File: src/core/rbc_consts.svh
// Offsets, field positions, reset values and timing counts of the block
`ifndef RBC_CONSTS_SVH
`define RBC_CONSTS_SVH

// Register indices on the plain register port
`define RBC_REG_PORT_DATA 4'h0
`define RBC_REG_PORT_DIR 4'h1
`define RBC_REG_SEG_CTRL 4'h2
`define RBC_REG_STATUS 4'h3

// Status register field positions
`define RBC_ST_CODE_LSB 0
`define RBC_ST_EXT_BIT 3
`define RBC_ST_RSVD_BIT 4
`define RBC_ST_INIT_BIT 5
`define RBC_ST_SRC_LSB 6

// Reset values
`define RBC_PORT_DATA_RST 2'h0
`define RBC_PORT_DIR_RST 2'h0
`define RBC_SEG_EN_RST 2'h0
`define RBC_STRAP_RST 3'h4

// Timing: clock period and least low time of the reset pin
`define RBC_CLK_NS 10
`define RBC_RST_MIN_NS 500
`define RBC_RST_MIN_CYC \
  ((`RBC_RST_MIN_NS + `RBC_CLK_NS - 1) / `RBC_CLK_NS)
// Internal reset length after a software or watchdog request
`define RBC_INT_RST_CYC 8

`endif

File: src/core/rbc_pkg.sv
// Types and decode functions of the reset and bus configuration block
`default_nettype none
package rbc_pkg;

  typedef enum logic [2:0] {
    MODE_DEMUX8,
    MODE_MUX8,
    MODE_MUX16,
    MODE_DEMUX16,
    MODE_SINGLE,
    MODE_RESERVED
  } bus_mode_type;

  typedef enum logic [1:0] {
    ST_HOLD,
    ST_INIT,
    ST_RUN
  } reset_state_type;

  // Strap code {bus active, cfg1, cfg0} to bus mode
  function automatic bus_mode_type decode_mode(input logic [2:0] code);
    case (code)
      3'h0: decode_mode = MODE_DEMUX8;
      3'h1: decode_mode = MODE_MUX8;
      3'h2: decode_mode = MODE_MUX16;
      3'h3: decode_mode = MODE_DEMUX16;
      3'h4: decode_mode = MODE_SINGLE;
      default: decode_mode = MODE_RESERVED;
    endcase
  endfunction

  // True for the four external bus configurations
  function automatic logic is_ext_bus(input bus_mode_type mode);
    is_ext_bus = (mode == MODE_DEMUX8) || (mode == MODE_MUX8) ||
                 (mode == MODE_MUX16) || (mode == MODE_DEMUX16);
  endfunction

endpackage
`default_nettype wire

File: src/core/reset_and_bus_config_select.sv
// Reset entry, strap capture, reset indication and segment port logic
//
// Functional notes
// - Capture bus straps while reset is active
// - Decode straps into one of five modes, codes above 4 reserved
// - Reset pin low for least duration resets
// - Indication low on hardware, software, watchdog reset
// - Indication released only by end-of-init
// - Two-bit port, per-bit direction control
// - Input bits leave the pin undriven
// - External bus drives segment address onto port
//
// Design decisions made here: the register offsets and the address-and-strobe port.
`timescale 1ns/1ps
`default_nettype none
`include "rbc_consts.svh"
module reset_and_bus_config_select #(
  parameter int RST_MIN_CYC = `RBC_RST_MIN_CYC,
  parameter int INT_RST_CYC = `RBC_INT_RST_CYC
) (
  // Clock and block reset
  input wire logic clk,
  input wire logic resetn,
  // Reset pin and internal reset requests
  input wire logic reset_input_pin,
  input wire logic sw_reset_req,
  input wire logic wdt_reset_req,
  input wire logic end_of_init_instruction,
  // Bus configuration straps
  input wire logic bus_active_select,
  input wire logic bus_cfg_bit1,
  input wire logic bus_cfg_bit0,
  // Segment address from the bus unit
  input wire logic segment_addr_low,
  input wire logic segment_addr_high,
  // Register port
  input wire logic [3:0] reg_addr,
  input wire logic [15:0] reg_wdata,
  input wire logic reg_wr,
  input wire logic reg_rd,
  output logic [15:0] reg_rdata,
  // Two-bit port pins
  input wire logic segment_port_bit0_in,
  input wire logic segment_port_bit1_in,
  output logic segment_port_bit0_out,
  output logic segment_port_bit1_out,
  output logic segment_port_bit0_oe,
  output logic segment_port_bit1_oe,
  // Reset and mode outputs
  output logic reset_indication_out,
  output logic core_reset_n,
  output rbc_pkg::bus_mode_type bus_mode,
  output logic ext_bus_active
);
  import rbc_pkg::*;

  localparam int CW = $clog2(INT_RST_CYC + 1);

  logic hw_reset;
  logic reset_event;
  logic [2:0] strap_now;
  logic [1:0] pin_in;
  logic [1:0] seg_addr;

  // Reset controller state
  reset_state_type state_r;
  reset_state_type state_nxt;
  logic [CW-1:0] hold_cnt_r;
  logic [CW-1:0] hold_cnt_nxt;
  logic [2:0] strap_r;
  logic [2:0] strap_nxt;
  bus_mode_type mode_r;
  bus_mode_type mode_nxt;
  logic [2:0] code_r;
  logic [2:0] code_nxt;
  logic rst_ind_r;
  logic rst_ind_nxt;
  logic core_rst_n_r;
  logic core_rst_n_nxt;
  logic ext_r;
  logic ext_nxt;

  // Software visible state
  logic [1:0] data_r;
  logic [1:0] data_nxt;
  logic [1:0] dir_r;
  logic [1:0] dir_nxt;
  logic [1:0] seg_en_r;
  logic [1:0] seg_en_nxt;
  logic [2:0] src_r;
  logic [2:0] src_nxt;
  logic [15:0] rdata_r;
  logic [15:0] rdata_nxt;

  // Pin state
  logic [1:0] pin_in_r;
  logic [1:0] pin_out_r;
  logic [1:0] pin_out_nxt;
  logic [1:0] pin_oe_r;
  logic [1:0] pin_oe_nxt;

  // Reset pin qualification
  reset_in_filter #(
    .MIN_CYC(RST_MIN_CYC)
  ) u_filter (
    .clk(clk),
    .resetn(resetn),
    .reset_input_pin(reset_input_pin),
    .hw_reset(hw_reset)
  );

  // Gathered inputs
  assign strap_now = {bus_active_select, bus_cfg_bit1, bus_cfg_bit0};
  assign pin_in = {segment_port_bit1_in, segment_port_bit0_in};
  assign seg_addr = {segment_addr_high, segment_addr_low};
  assign reset_event = hw_reset || sw_reset_req || wdt_reset_req;

  // Reset sequencing, strap capture and mode latch
  always_comb begin
    state_nxt = state_r;
    hold_cnt_nxt = hold_cnt_r;
    strap_nxt = strap_r;
    mode_nxt = mode_r;
    code_nxt = code_r;
    case (state_r)
      ST_HOLD: begin
        strap_nxt = strap_now;
        if (hw_reset) begin
          hold_cnt_nxt = '0;
        end else if (hold_cnt_r == CW'(INT_RST_CYC - 1)) begin
          hold_cnt_nxt = '0;
          state_nxt = ST_INIT;
          code_nxt = strap_r;
          mode_nxt = decode_mode(strap_r);
        end else begin
          hold_cnt_nxt = hold_cnt_r + 1'b1;
        end
      end
      ST_INIT: begin
        if (reset_event) begin
          state_nxt = ST_HOLD;
        end else if (end_of_init_instruction) begin
          state_nxt = ST_RUN;
        end
      end
      ST_RUN: begin
        if (reset_event) begin
          state_nxt = ST_HOLD;
        end
      end
      default: begin
        state_nxt = ST_HOLD;
        hold_cnt_nxt = '0;
      end
    endcase
    // Indication high only once initialization has ended
    rst_ind_nxt = (state_nxt == ST_RUN);
    core_rst_n_nxt = (state_nxt != ST_HOLD);
    ext_nxt = is_ext_bus(mode_nxt);
  end

  // Register the sequencer
  always_ff @(posedge clk) begin
    if (!resetn) begin
      state_r <= ST_HOLD;
      hold_cnt_r <= '0;
      strap_r <= `RBC_STRAP_RST;
      code_r <= `RBC_STRAP_RST;
      mode_r <= MODE_SINGLE;
      rst_ind_r <= 1'b0;
      core_rst_n_r <= 1'b0;
      ext_r <= 1'b0;
    end else begin
      state_r <= state_nxt;
      hold_cnt_r <= hold_cnt_nxt;
      strap_r <= strap_nxt;
      code_r <= code_nxt;
      mode_r <= mode_nxt;
      rst_ind_r <= rst_ind_nxt;
      core_rst_n_r <= core_rst_n_nxt;
      ext_r <= ext_nxt;
    end
  end

  // Register writes and reset source flags
  always_comb begin
    data_nxt = data_r;
    dir_nxt = dir_r;
    seg_en_nxt = seg_en_r;
    src_nxt = src_r;
    if (!core_rst_n_r) begin
      data_nxt = `RBC_PORT_DATA_RST;
      dir_nxt = `RBC_PORT_DIR_RST;
      seg_en_nxt = `RBC_SEG_EN_RST;
    end else if (reg_wr) begin
      case (reg_addr)
        `RBC_REG_PORT_DATA: data_nxt = reg_wdata[1:0];
        `RBC_REG_PORT_DIR: dir_nxt = reg_wdata[1:0];
        `RBC_REG_SEG_CTRL: seg_en_nxt = reg_wdata[1:0];
        `RBC_REG_STATUS: begin
          src_nxt = src_r & ~reg_wdata[`RBC_ST_SRC_LSB +: 3];
        end
        default: begin
        end
      endcase
    end
    // A new reset source wins over a clear in the same cycle
    if (state_r != ST_HOLD) begin
      src_nxt = src_nxt | {wdt_reset_req, sw_reset_req, hw_reset};
    end else if (hw_reset) begin
      src_nxt[0] = 1'b1;
    end
  end

  // Register the software state
  always_ff @(posedge clk) begin
    if (!resetn) begin
      data_r <= `RBC_PORT_DATA_RST;
      dir_r <= `RBC_PORT_DIR_RST;
      seg_en_r <= `RBC_SEG_EN_RST;
      src_r <= 3'h0;
    end else begin
      data_r <= data_nxt;
      dir_r <= dir_nxt;
      seg_en_r <= seg_en_nxt;
      src_r <= src_nxt;
    end
  end

  // Read data, standing one cycle after the read strobe
  always_comb begin
    rdata_nxt = 16'h0000;
    if (reg_rd) begin
      case (reg_addr)
        `RBC_REG_PORT_DATA: rdata_nxt = {12'h000, pin_in_r, data_r};
        `RBC_REG_PORT_DIR: rdata_nxt = {14'h0000, dir_r};
        `RBC_REG_SEG_CTRL: rdata_nxt = {14'h0000, seg_en_r};
        `RBC_REG_STATUS: begin
          rdata_nxt[`RBC_ST_CODE_LSB +: 3] = code_r;
          rdata_nxt[`RBC_ST_EXT_BIT] = ext_r;
          rdata_nxt[`RBC_ST_RSVD_BIT] = (mode_r == MODE_RESERVED);
          rdata_nxt[`RBC_ST_INIT_BIT] = (state_r == ST_INIT);
          rdata_nxt[`RBC_ST_SRC_LSB +: 3] = src_r;
        end
        default: rdata_nxt = 16'h0000;
      endcase
    end
  end

  // Register read data
  always_ff @(posedge clk) begin
    if (!resetn) begin
      rdata_r <= 16'h0000;
    end else begin
      rdata_r <= rdata_nxt;
    end
  end

  // Per-bit port drive selection
  generate
    for (genvar i = 0; i < 2; i++) begin : g_port
      always_comb begin
        if (ext_r && seg_en_r[i]) begin
          pin_out_nxt[i] = seg_addr[i];
          pin_oe_nxt[i] = 1'b1;
        end else begin
          // Single-chip, reserved mode or disabled segment: general purpose
          pin_out_nxt[i] = data_r[i];
          pin_oe_nxt[i] = dir_r[i];
        end
      end
    end
  endgenerate

  // Register pin drive and sample pin levels
  always_ff @(posedge clk) begin
    if (!resetn) begin
      pin_out_r <= 2'h0;
      pin_oe_r <= 2'h0;
      pin_in_r <= 2'h0;
    end else begin
      pin_out_r <= pin_out_nxt;
      pin_oe_r <= pin_oe_nxt;
      pin_in_r <= pin_in;
    end
  end

  // Outputs straight from flip-flops
  assign reg_rdata = rdata_r;
  assign segment_port_bit0_out = pin_out_r[0];
  assign segment_port_bit1_out = pin_out_r[1];
  assign segment_port_bit0_oe = pin_oe_r[0];
  assign segment_port_bit1_oe = pin_oe_r[1];
  assign reset_indication_out = rst_ind_r;
  assign core_reset_n = core_rst_n_r;
  assign bus_mode = mode_r;
  assign ext_bus_active = ext_r;
endmodule
`default_nettype wire

File: src/core/reset_in_filter.sv
// Least-duration filter for the active-low reset input pin
`timescale 1ns/1ps
`default_nettype none
module reset_in_filter #(
  parameter int MIN_CYC = 50
) (
  // Clock and block reset
  input wire logic clk,
  input wire logic resetn,
  // Reset pin, active low
  input wire logic reset_input_pin,
  // Qualified hardware reset request
  output logic hw_reset
);
  localparam int W = $clog2(MIN_CYC + 1);

  logic [W-1:0] cnt_r;
  logic [W-1:0] cnt_nxt;
  logic hw_reset_r;
  logic hw_reset_nxt;

  // Count consecutive low cycles, saturating at the least duration
  always_comb begin
    cnt_nxt = cnt_r;
    if (reset_input_pin) begin
      cnt_nxt = '0;
    end else if (cnt_r != W'(MIN_CYC)) begin
      cnt_nxt = cnt_r + 1'b1;
    end
    hw_reset_nxt = (cnt_nxt == W'(MIN_CYC));
  end

  // Register counter and request
  always_ff @(posedge clk) begin
    if (!resetn) begin
      cnt_r <= '0;
      hw_reset_r <= 1'b0;
    end else begin
      cnt_r <= cnt_nxt;
      hw_reset_r <= hw_reset_nxt;
    end
  end

  assign hw_reset = hw_reset_r;
endmodule
`default_nettype wire

File: config.mk
export PLATFORM = sky130hd
export DESIGN_NAME = reset_and_bus_config_select
export DESIGN_NICKNAME = d
export VERILOG_FILES = /design/src/core/rbc_pkg.sv /design/src/core/reset_and_bus_config_select.sv /design/src/core/reset_in_filter.sv
export VERILOG_INCLUDE_DIRS = /design/src /design/src/core
export SDC_FILE = /design/constraint.sdc
export NUM_CORES = 1
export LEC_CHECK = 0
export BUFFER_PORTS_ARGS = -buffer_cell sky130_fd_sc_hd__buf_2
export CELL_PAD_IN_SITES_DETAIL_PLACEMENT = 0
export CELL_PAD_IN_SITES_GLOBAL_PLACEMENT = 1
export CORE_MARGIN = 2
export CORE_UTILIZATION = 41
export DETAILED_ROUTE_END_ITERATION = 10
export GPL_TIMING_DRIVEN = 0
export MAX_ROUTING_LAYER = met4
export PLACE_DENSITY_LB_ADDON = 0.1
export SETUP_SLACK_MARGIN = 0.02
export SLEW_MARGIN = 0
export SYNTH_ARGS = -nofsm -noshare
export SYNTH_HDL_FRONTEND = slang
export SYNTH_SLANG_ARGS = --single-unit
File: constraint.sdc
create_clock -name clk -period 4.3 [get_ports clk]
set_clock_uncertainty 0.15 [all_clocks]
set_input_delay 1.075 -clock clk [delete_from_list [all_inputs] [get_ports clk]]
set_output_delay 1.075 -clock clk [all_outputs]
set_load 0.005 [all_outputs]
Word level (Yosys, flattened, before mapping) --
Index checks and enable logic that the tools add are counted.
Word-level totals: register bits after elaboration 56, input bits 35, word-level logic and storage cells 88
Cells by class: add/sub/neg operators 2, eq/ne operators 17, multiplexer cells 26, bitwise gates (word level) 4, reduce and logical (&&, ||, !) cells 20
Operators with widths (count):
- $pmux W9 S4 | 1
- $mux W3 | 6
- $pmux W3 S5 | 1
- $eq A3 B2 Y1 const B | 4
- $mux W2 | 6
- $mux W6 | 2
- $reduce_and A2 Y1 | 5
- $eq A4 B2 Y1 const B | 2
- $mux W4 | 2
- $pmux W4 S2 | 1
- $add A6 B1 Y6 const B | 1
- $eq A3 B1 Y1 const B | 2
- $eq A3 B3 Y1 const B | 2
- $eq A6 B6 Y1 const B | 1
- $logic_not A3 Y1 | 2
- $mux W1 | 6
- $ne A6 B6 Y1 const B | 1
- $pmux W2 S3 | 1
- $logic_or A1 B1 Y1 | 5
- $add A4 B1 Y4 const B | 1
- $eq A2 B2 Y1 const B | 2
- $eq A4 B1 Y1 const B | 1
- $eq A4 B3 Y1 const B | 1
- $logic_not A4 Y1 | 1
- other kinds (10) | 12

Longest topological paths before layout --
Gate-level depths: netlist of the first run.
depth after elaboration 9, depth in mapped cells 9, depth with buffers taken out 6

Cells and area by module --
From an unflattened synthesis of the first run, not the netlist that was laid out.
Second synthesis, totals: cells, all modules 222, area total of the unflattened synthesis 2137.0 um^2
Modules (own cells, without submodules):
- reset_and_bus_config_select | instances 1, cells an instance 185, area each 1780.5 um^2
- reset_in_filter | instances 1, cells an instance 37, area each 356.6 um^2

Worst setup path after synthesis of the first run --
No wires, ideal clock.
kind input to register, from input reg_addr[0], to register rdata_r[0] (netlist: reg_rdata[0]), setup time 0.121 ns, arrival time 1.989 ns, required time 4.029 ns, path slack 2.040 ns, cell stages on the path 3, path buffers 1, cell sequence clkbuf_1 -> mux4_2 -> nor2b_1
Between the ends: cells in the longest elaborated chain, start to end 2, elaborated cells on any way between the ends 5
RTL lines:
- start, declared | RTL line reset_and_bus_config_select.sv:37 | input wire logic [3:0] reg_addr,
- $eq A4 B2 Y1, or another cell as far along | RTL line reset_and_bus_config_select.sv:234 | case (reg_addr)
- $pmux W9 S4 * | RTL line reset_and_bus_config_select.sv:234
- end signal, assigned | RTL line reset_and_bus_config_select.sv:255 | rdata_r <= rdata_nxt;
- end, declared | RTL line reset_and_bus_config_select.sv:92 | logic [15:0] rdata_r;
Mark *: on every way between the ends. The rest lies on a longest branch, timed or not. A chain may end at the register's enable or synchronous reset.

Worst setup path after layout of the first run --
from register ext_r (netlist: ext_bus_active), to output ext_bus_active
RTL lines:
- start, declared | RTL line reset_and_bus_config_select.sv:80 | logic ext_r;
- start signal, assigned | RTL line reset_and_bus_config_select.sv:181 | ext_r <= ext_nxt;
- end, declared | RTL line reset_and_bus_config_select.sv:53 | output logic ext_bus_active
No word-level cell between the ends.

==> results of run 1 <==
[layout make-up]
| type | instances | area share, % |
|---|---|---|
| tap | 70 | 3.44 |
| multi-input combinational | 159 | 41.2 |
| clock buffer | 6 | 3.25 |
| buffer | 15 | 4.18 |
| timing repair buffer | 40 | 7.87 |
| inverter | 6 | 0.886 |
| clock inverter | 2 | 0.541 |
| sequential | 49 | 38.6 |
[cells in the mapped netlist, drive strengths merged, types with 3 or more instances]
| cell | instances | area share, % |
|---|---|---|
| nor3 | 4 | 1.5 |
| nor2 | 17 | 3.0 |
| a21boi | 10 | 3.5 |
| mux2i | 7 | 3.3 |
| a21oi | 10 | 2.3 |
| o21ai | 6 | 1.9 |
| buf | 11 | 4.3 |
| dfxtp | 49 | 46 |
| inv | 6 | 1.1 |
| nand3 | 12 | 2.8 |
| and2 | 6 | 1.8 |
| nand2 | 21 | 3.7 |
| xnor2 | 3 | 1.2 |
| o21a | 4 | 1.4 |
| clkbuf | 4 | 0.70 |
| nand2b | 4 | 1.5 |
| ha | 7 | 4.1 |
| nor2b | 10 | 2.9 |
[cells in the final DEF (no fill, tap or decap), types with 6 or more instances in the layout]
master	n
a21oi_1	10
clkbuf_8	6
a21boi_1	10
dfxtp_1	49
nand2_1	21
buf_2	41
buf_4	7
inv_1	6
nand3_1	12
ha_1	7
conb_1	7
nor2_1	17
mux2i_1	7
nor2b_1	10
and2_1	6
[path summary, 6_finish.rpt]
check	from	to	slack [ns]	cells past startpoint
max	ext_bus_active	ext_bus_active	2.09	1
min	pin_in_r[0]	reg_rdata[2]	0.30	2
max reg2reg	state_r[1]	ext_bus_active	2.43	9
min reg2reg	pin_in_r[0]	reg_rdata[2]	0.30	2
[layer usage]
layer / up-vias / global-route usage (%)
met5: - / -
met4: 0 / 5.45
met3: 7 / 3.08
met2: 37 / 24.4
met1: 771 / 21.5
li1: 867 / -
[logic make-up (layout without fill, tap and decap cells)]
logic type | after synthesis | count (layout) | synth area share (%)
AND/OR/NAND/NOR | 88 | 88 | 22.4
flip-flops | 49 | 49 | 45.9
AO/OA/AOI/OAI | 44 | 44 | 14.4
buffers and inverters | 21 | 69 | 6.03
multiplexers | 9 | 9 | 5.39
adder cells (fa/ha/maj) | 7 | 7 | 4.10
XOR/XNOR | 4 | 4 | 1.64
other | 1 | 7 | 0.176
[power groups by stage]
stage               clock, W  combinational, W  sequential (W)
finish              0.000283         0.0000530        0.000467
global route        0.000311         0.0000614        0.000469
CTS                 0.000293         0.0000540        0.000467
detailed placement         0         0.0000537        0.000478
global placement           0         0.0000532        0.000478
floorplan                  0         0.0000339        0.000476
[state kept, by name, indices dropped and copies added (netlist names)]
signal                flops
pin_out_r                 2
reg_rdata                 9
pin_in_r                  2
dir_r                     2
hold_cnt_r                4
core_reset_n              1
strap_r                   3
bus_mode                  3
u_filter.hw_reset         1
data_r                    2
code_r                    3
u_filter.cnt_r            6
state_r                   2
reset_indication_out      1
seg_en_r                  2
ext_bus_active            1
src_r                     3
pin_oe_r                  2
[metrics by stage]
step | hold WS (ns) | total power [W] | instances | cell area [µm²] | setup WS [ns]
final | 0.301 | 0.000803 | 347 | 2540 | 2.09
after global routing | 0.337 | 0.000842 | 347 | 2540 | 2.04
after CTS | 0.300 | 0.000814 | 347 | 2540 | 2.09
after detailed placement | 0.285 | 0.000532 | 339 | 2450 | 1.88
after global placement | 0.282 | 0.000531 | 339 | 2450 | 1.89
after floorplan | 0.272 | 0.000510 | 229 | 2160 | 2.04
==> summary.md, run 1 <==
| Metric | Value |
|---|---|
| Outcome | `complete, no violations` |
| Critical path class | `reg2out` |
| Initial Util | `approximately 42%` |
| Synth Area per Inst | `~9.6 µm²` |
| Drt first pass iters | `4` |
| 1st-iter DRT viols | `between 80 and 90` |
| Clk_lat worst skew | `roughly 0.30 ns` |
| Worst-path clk slew | `~0.09 ns` |
| Final setup viols | `0` |
| Worst-path fanout max | `8` |
| Post-CTS setup buffers | `0` |
| Peak VDD IR | `around 0.12 mV` |
| Sequential area share after synthesis | `between 40% and 50%` |
| P per Cell Area | `316 nW/µm²` |
| CTS Buf Count | `5` |
| Final core utilization | `50.1%` |
| Crit-path cells | `buf_2` |
| Uppermost routed layer | `met4` |
| Synthesized cell area | `2140 µm²` |
| Fin. max-slew vios | `0` |
| Hold buffers post-CTS | `0` |
| Wire length on met2 | `1960 µm` |
| Filler cell count | `between 500 and 600` |
| Layout cells sized above 1 | `roughly a quarter` |
| CTS Root Buffer Type | `clkbuf_8` |
| Initial antenna violation count | `0` |
| Int Power | `~0.00062 W` |
| H-tree depth | `2` |
| Met1 wire length | `between 2000 and 2500 µm` |
| Cell variety after synth | `48` |
| Setup crit end kind | `output port` |
| Delay of the slowest critical-path stage | `around 0.51 ns` |
| Number of synthesized flops with an enable pin | `0` |
| Die Y | `roughly 76 µm` |
| Core area | `slightly above 5000 µm²` |
| Area growth from synthesis to layout | `19.0%` |
| Post-CTS sizing | `0` |
| All-Layer GR Usage | `between 10% and 20%` |
| Asr flop ratio synth | `0%` |
| Critical path's top delay family | `flip-flops` |
| Vias in the first global route | `roughly 1500` |
| Register share of total power | `between 50% and 60%` |
| Drt wl/cell | `12.3 µm` |
| Routed WL | `around 4300 µm` |
| Worst EP arrival | `between 0.9 and 1 ns` |
| Register area | `981 µm²` |
| Largest net degree at the start of global routing | `16` |
| Ys Warns | `0` |
| Period Utilization, post-route | `between 50% and 60%` |
| DRT antenna net count | `0` |
| Fin. Hold Viols | `0` |
| Die width | `about 76 µm` |
| Io pins | `61` |
| Final setup TNS | `0 ns` |
| Psw | `~0.00019 W` |
| Via density | `slightly below 5` |
| Deepest clock path buffer count | `2` |
| Multi-input logic area | `between 1000 and 1500 µm²` |
| Nets@finish | `roughly 320` |
| First-pass GRT wire length | `approximately 7300 µm` |
| Max-Cap Viols | `0` |
| Number of port buffers | `40` |
| Synthesized flop and latch total | `49` |
| Drt drc | `0` |
| Gate Count Post-Synth | `223` |
| FP Rows | `26` |
| Full die area | `~5800 µm²` |
| Global placement routability congestion | `0.841` |
| Comb pwr share | `around 6.6%` |
| Final Critical Period | `~2.2 ns` |
| Antenna diodes | `0` |
| Leak | `around 1.1 nW` |
| Worst path bufs/invs | `1` |
| CTS Sinks | `a little under 50` |
| Required @ worst endpoint | `approximately 3.1 ns` |
| TritonCTS clock tree | `built` |
| Max Clock Freq | `453 MHz` |
| Clock share of power | `approximately a third` |
| Most used flip-flop cell after synthesis | `dfxtp_1` |
| Post-DP HPWL | `~3100 µm` |
| Slowest CP cell | `dfxtp_1` |
| Metal3 WL | `~170 µm` |
| Worst Hold Class | `reg2reg` |
| Crit path launch type | `flop` |
| Switching fraction of total power | `roughly 23%` |
| RSZ-0062 raised after global routing | `false` |
| Vias | `about 1700` |
| Grt ovf | `0` |
Note: power is estimated with default switching activity, not from simulation.
==> inputs of run 2 (changes only) <==
--- a/config.mk
+++ b/config.mk
@@ -6,11 +6,12 @@
 export SDC_FILE = /design/constraint.sdc
 export NUM_CORES = 1
 export LEC_CHECK = 0
+export ABC_AREA = 1
 export BUFFER_PORTS_ARGS = -buffer_cell sky130_fd_sc_hd__buf_2
 export CELL_PAD_IN_SITES_DETAIL_PLACEMENT = 0
 export CELL_PAD_IN_SITES_GLOBAL_PLACEMENT = 1
 export CORE_MARGIN = 2
-export CORE_UTILIZATION = 41
+export CORE_UTILIZATION = 36
 export DETAILED_ROUTE_END_ITERATION = 10
 export GPL_TIMING_DRIVEN = 0
 export MAX_ROUTING_LAYER = met4
==> constraint.sdc (replaced) <==
create_clock -name clk -period 2.13 [get_ports clk]
set_clock_uncertainty 0.15 [all_clocks]
set_input_delay 0.5325 -clock clk [delete_from_list [all_inputs] [get_ports clk]]
set_output_delay 0.5325 -clock clk [all_outputs]
set_load 0.005 [all_outputs]
==> summary.md, run 2 <==
| Metric | Value |
|---|---|
| GRT met3 Usage | `3.62% (+0.54 points)` |
| Nets@finish | `368 (+16%)` |
| Required @ worst endpoint | `2.23 ns (-0.84 ns)` |
| DRT antenna net count | `0 (unchanged)` |
| Commonest cells in the synthesized netlist | `nand2_1 (67), dfxtp_1 (49), inv_1 (31), a21oi_1 (27), nor2_1 (22)` |
| Final setup TNS | `0 ns (unchanged)` |
| Final worst setup slack | `0.426 ns (-1.67 ns)` |
| Critical path class | `reg2reg` |
| Sequential area share after synthesis | `47.5% (+1.6 points)` |
| Synth area leaders | `dfxtp_1 (47%), nand2_1 (12%), a21oi_1 (6.5%)` |
| Gate Count Post-Synth | `272 (+22%)` |
| Synthesized cell area | `2070 µm² (-3.3%)` |
| Worst Hold Class | `in2reg` |
| Post-DP HPWL | `3460 µm (+11%)` |
| Delay of the slowest critical-path stage | `0.33 ns (-0.18 ns)` |
| FP Rows | `27 (+3.8%)` |
| Worst r2r src | `state_r[0]` |
| Pre-CTS WS | `0.275 ns (-1.60 ns)` |
| Cell variety after synth | `28 (-42%)` |
| Clk_lat worst skew | `0.30 ns (about the same)` |
| Period Utilization, post-route | `80.0%` |
| Number of synthesized flops with an enable pin | `0 (unchanged)` |
| Grt ovf | `0 (unchanged)` |
| Post-CTS setup buffers | `0 (unchanged)` |
| Synth Area in Adders | `4.24% (+0.14 points)` |
| Cell count of the worst reg-to-reg path | `10 (+1)` |
| Worst flop-to-flop path endpoint | `core_reset_n` |
| Psw | `0.000375 W (+100%)` |
| Busiest grt layer | `met2` |
| Met2 usage | `23.9% (-0.43 points)` |
| 1st-iter DRT viols | `65 (-22%)` |
| Io pins | `61 (unchanged)` |
| Fin. max-slew vios | `0 (unchanged)` |
| CTS Sinks | `49 (unchanged)` |
| Routed WL | `4430 µm (+3.9%)` |
| Largest register FFs | `9 (unchanged)` |
| Via density | `4.53 (-6.5%)` |
| RSZ-0062 raised after global routing | `false` |
| Worst path bufs/invs | `2 (+1)` |
| CTS Root Buffer Type | `clkbuf_8` |
| Crit-path cells | `inv_1 -> ha_1 -> inv_2 -> nor2_8 -> nand2_4 -> nand2_2 -> nand2_1 -> nor2_2 -> nand2_1 -> nand2_1` |
| Yosys top cell by area | `dfxtp_1` |
| Vias | `1808 (+7.5%)` |
| Mux contribution to synthesized area | `0% (-5.4 points)` |
| CTS Buf Count | `5 (unchanged)` |
| TritonCTS clock tree | `built` |
| Switching fraction of total power | `23.3% (+0.13 points)` |
| Synth Area per Inst | `7.59 µm² (-21%)` |
| Antenna diodes | `0 (unchanged)` |
| Area growth from synthesis to layout | `20.0%` |
| Final Critical Period | `about 1.7 ns` |
| H-tree depth | `2 (unchanged)` |
| CP dominant cell by count | `nand2_1` |
| Comb pwr share | `6.3% (-0.3 points)` |
| Worst-path clk slew | `0.09 ns (about the same)` |
| Worst-path fanout max | `9 (+1)` |
| Post-route cell area | `2480 µm² (-2.5%)` |
| Initial Util | `37.3% (-4.8 points)` |
| Outcome | `complete, no violations` |
| Initial antenna violation count | `0 (unchanged)` |
| Slowest CP cell | `dfxtp_1` |
| Leak | `1.13 nW (+3.2%)` |
| Layout cells sized above 1 | `21.4% (-2.1 points)` |
| Crit path launch type | `flop` |
| Met1 Use GR | `18.8% (-2.7 points)` |
| Max-Cap Viols | `0 (unchanged)` |
| Clock share of power | `35.4% (+0.2 points)` |
| Filler cell count | `597 (+19%)` |
| Drt first pass iters | `4 (unchanged)` |
| Max Clock Freq | `about 590 MHz` |
| Number of port buffers | `41 (+2.5%)` |
| Fin. Hold Viols | `0 (unchanged)` |
| All-Layer GR Usage | `15.0% (-0.99 points)` |
| Most common cell in the netlist | `nand2_1` |
| Int Power | `0.00124 W (+100%)` |
| Hold buffers post-CTS | `0 (unchanged)` |
| Most frequent cells in the layout | `nand2_1 (67), dfxtp_1 (49), buf_2 (43)` |
| Deepest clock path buffer count | `2 (unchanged)` |
| P per Cell Area | `650 nW/µm² (+110%)` |
| Reg-to-reg slack, setup | `0.43 ns (-2.00 ns)` |
| Largest family of logic cells by synthesized area | `simple AND/OR/NAND/NOR gates` |
| Drt drc | `0 (unchanged)` |
| Most used flip-flop cell after synthesis | `dfxtp_1` |
| Drt wl/cell | `11.1 µm (-9.6%)` |
| CP Launch Point | `state_r[0]` |
| Register share of total power | `58.3% (about the same)` |
| Crit path depth | `10 (+9)` |
| CP endpoint | `core_reset_n` |
| Area after DPL | `2380 µm² (-2.6%)` |
| Largest net degree at the start of global routing | `16 (unchanged)` |
| Post-CTS sizing | `0 (unchanged)` |
| Global placement routability congestion | `0.803 (-4.5%)` |
| Vias in the first global route | `1649 (+6.8%)` |
| Critical path's top delay family | `simple AND/OR/NAND/NOR gates` |
| Post-synthesis xor/xnor area fraction | `0.424% (-1.2 points)` |
| Setup crit end kind | `flop` |
| Die Y | `79.8 µm (+4.7%)` |
| Ys Warns | `0 (unchanged)` |
| Full die area | `6360 µm² (+9.6%)` |
| First-pass GRT wire length | `7250 µm (-0.94%)` |
| Synthesized flop and latch total | `49 (unchanged)` |
| Core area | `5540 µm² (+9.2%)` |
| Final core utilization | `44.8% (-5.3 points)` |
| Commonest non-fill, non-tap cell in the layout | `nand2_1` |
| Simple-gate share of the synthesized area | `27.5% (+5.1 points)` |
| Asr flop ratio synth | `0% (unchanged)` |
| Synth Area in Compound Gates | `10.6% (-3.8 points)` |
| Peak VDD IR | `0.344 mV (+190%)` |
| Die width | `79.8 µm (+4.7%)` |
| Worst EP arrival | `1.80 ns (+0.82 ns)` |
| Tot Pwr | `0.00161 W (+100%)` |
| Area share of the largest cell type after synthesis | `47.5% (+1.6 points)` |
| Final setup viols | `0 (unchanged)` |
-- run 2: cell count changes after synthesis, sizes merged, moves of 8 or more --
cell,before,now
a21boi,10,0
o21ai,6,14
inv,6,34
nand2,21,69
nor2,17,26
a21oi,10,27
nor2b,10,0
nand3,12,20
-- run 2: final cells by class --
cell class	instances	area, µm²	area share [%]
Clock buffer	6	82.6	3.33
Buffer	10	66.3	2.67
Clock inverter	2	13.8	0.555
Multi-Input combinational cell	184	910	36.7
Timing Repair Buffer	41	205	8.27
Sequential cell	49	981	39.6
Tap cell	72	90.1	3.63
Inverter	35	131	5.30
-- run 2: worst min-delay path, cell delays in order --
cell and delay, ns:
buf_2 0.08, nand2_1 0.04, inv_1 0.04
-- run 2: cell families (layout without fill, tap and decap cells) --
family	count (synthesis)	count (layout)
buffers and inverters	45	94
AO/OA/AOI/OAI	43	43
other	1	7
XOR/XNOR	1	1
AND/OR/NAND/NOR	126	126
adder cells (fa/ha/maj)	7	7
flip-flops	49	49
-- run 2: power groups by stage --
stage / Clock, W / Combinational (W) / Sequential [W]
2_1_floorplan: 0 / 0.0000623 / 0.000959
3_3_place_gp: 0 / 0.000102 / 0.000961
3_5_place_dp: 0 / 0.000103 / 0.000961
4_1_cts: 0.000588 / 0.000103 / 0.000940
5_1_grt: 0.000625 / 0.000117 / 0.000942
6_report: 0.000570 / 0.000102 / 0.000940
-- run 2: worst min-delay path by stage --
| stage | cells past startpoint | to | startpoint |
|---|---|---|---|
| 4_1_cts | 3 | pin_in_r[1] | segment_port_bit1_in |
| 3_3_place_gp | 2 | reg_rdata[6] | src_r[0] |
| 3_5_place_dp | 2 | reg_rdata[8] | src_r[2] |
| 6_report | 3 | pin_in_r[1] | segment_port_bit1_in |
| 5_1_grt | 3 | pin_in_r[1] | segment_port_bit1_in |
| 2_1_floorplan | 2 | reg_rdata[6] | src_r[0] |
-- run 2: metrics by stage --
step | std cells | hold slack [ns]
floorplan | 278 | 0.263
detailed placement | 391 | 0.278
finish | 399 | 0.269
global placement | 391 | 0.274
global route | 399 | 0.251
CTS | 399 | 0.260
-- run 2: routing by layer --
| metal | wire, µm | part of all wire [%] |
|---|---|---|
| met2 | 2070 | 47 |
| met4 | 39 | 0.88 |
| met3 | 197 | 4.5 |
| met1 | 2120 | 48 |
| met5 | 0 | 0 |
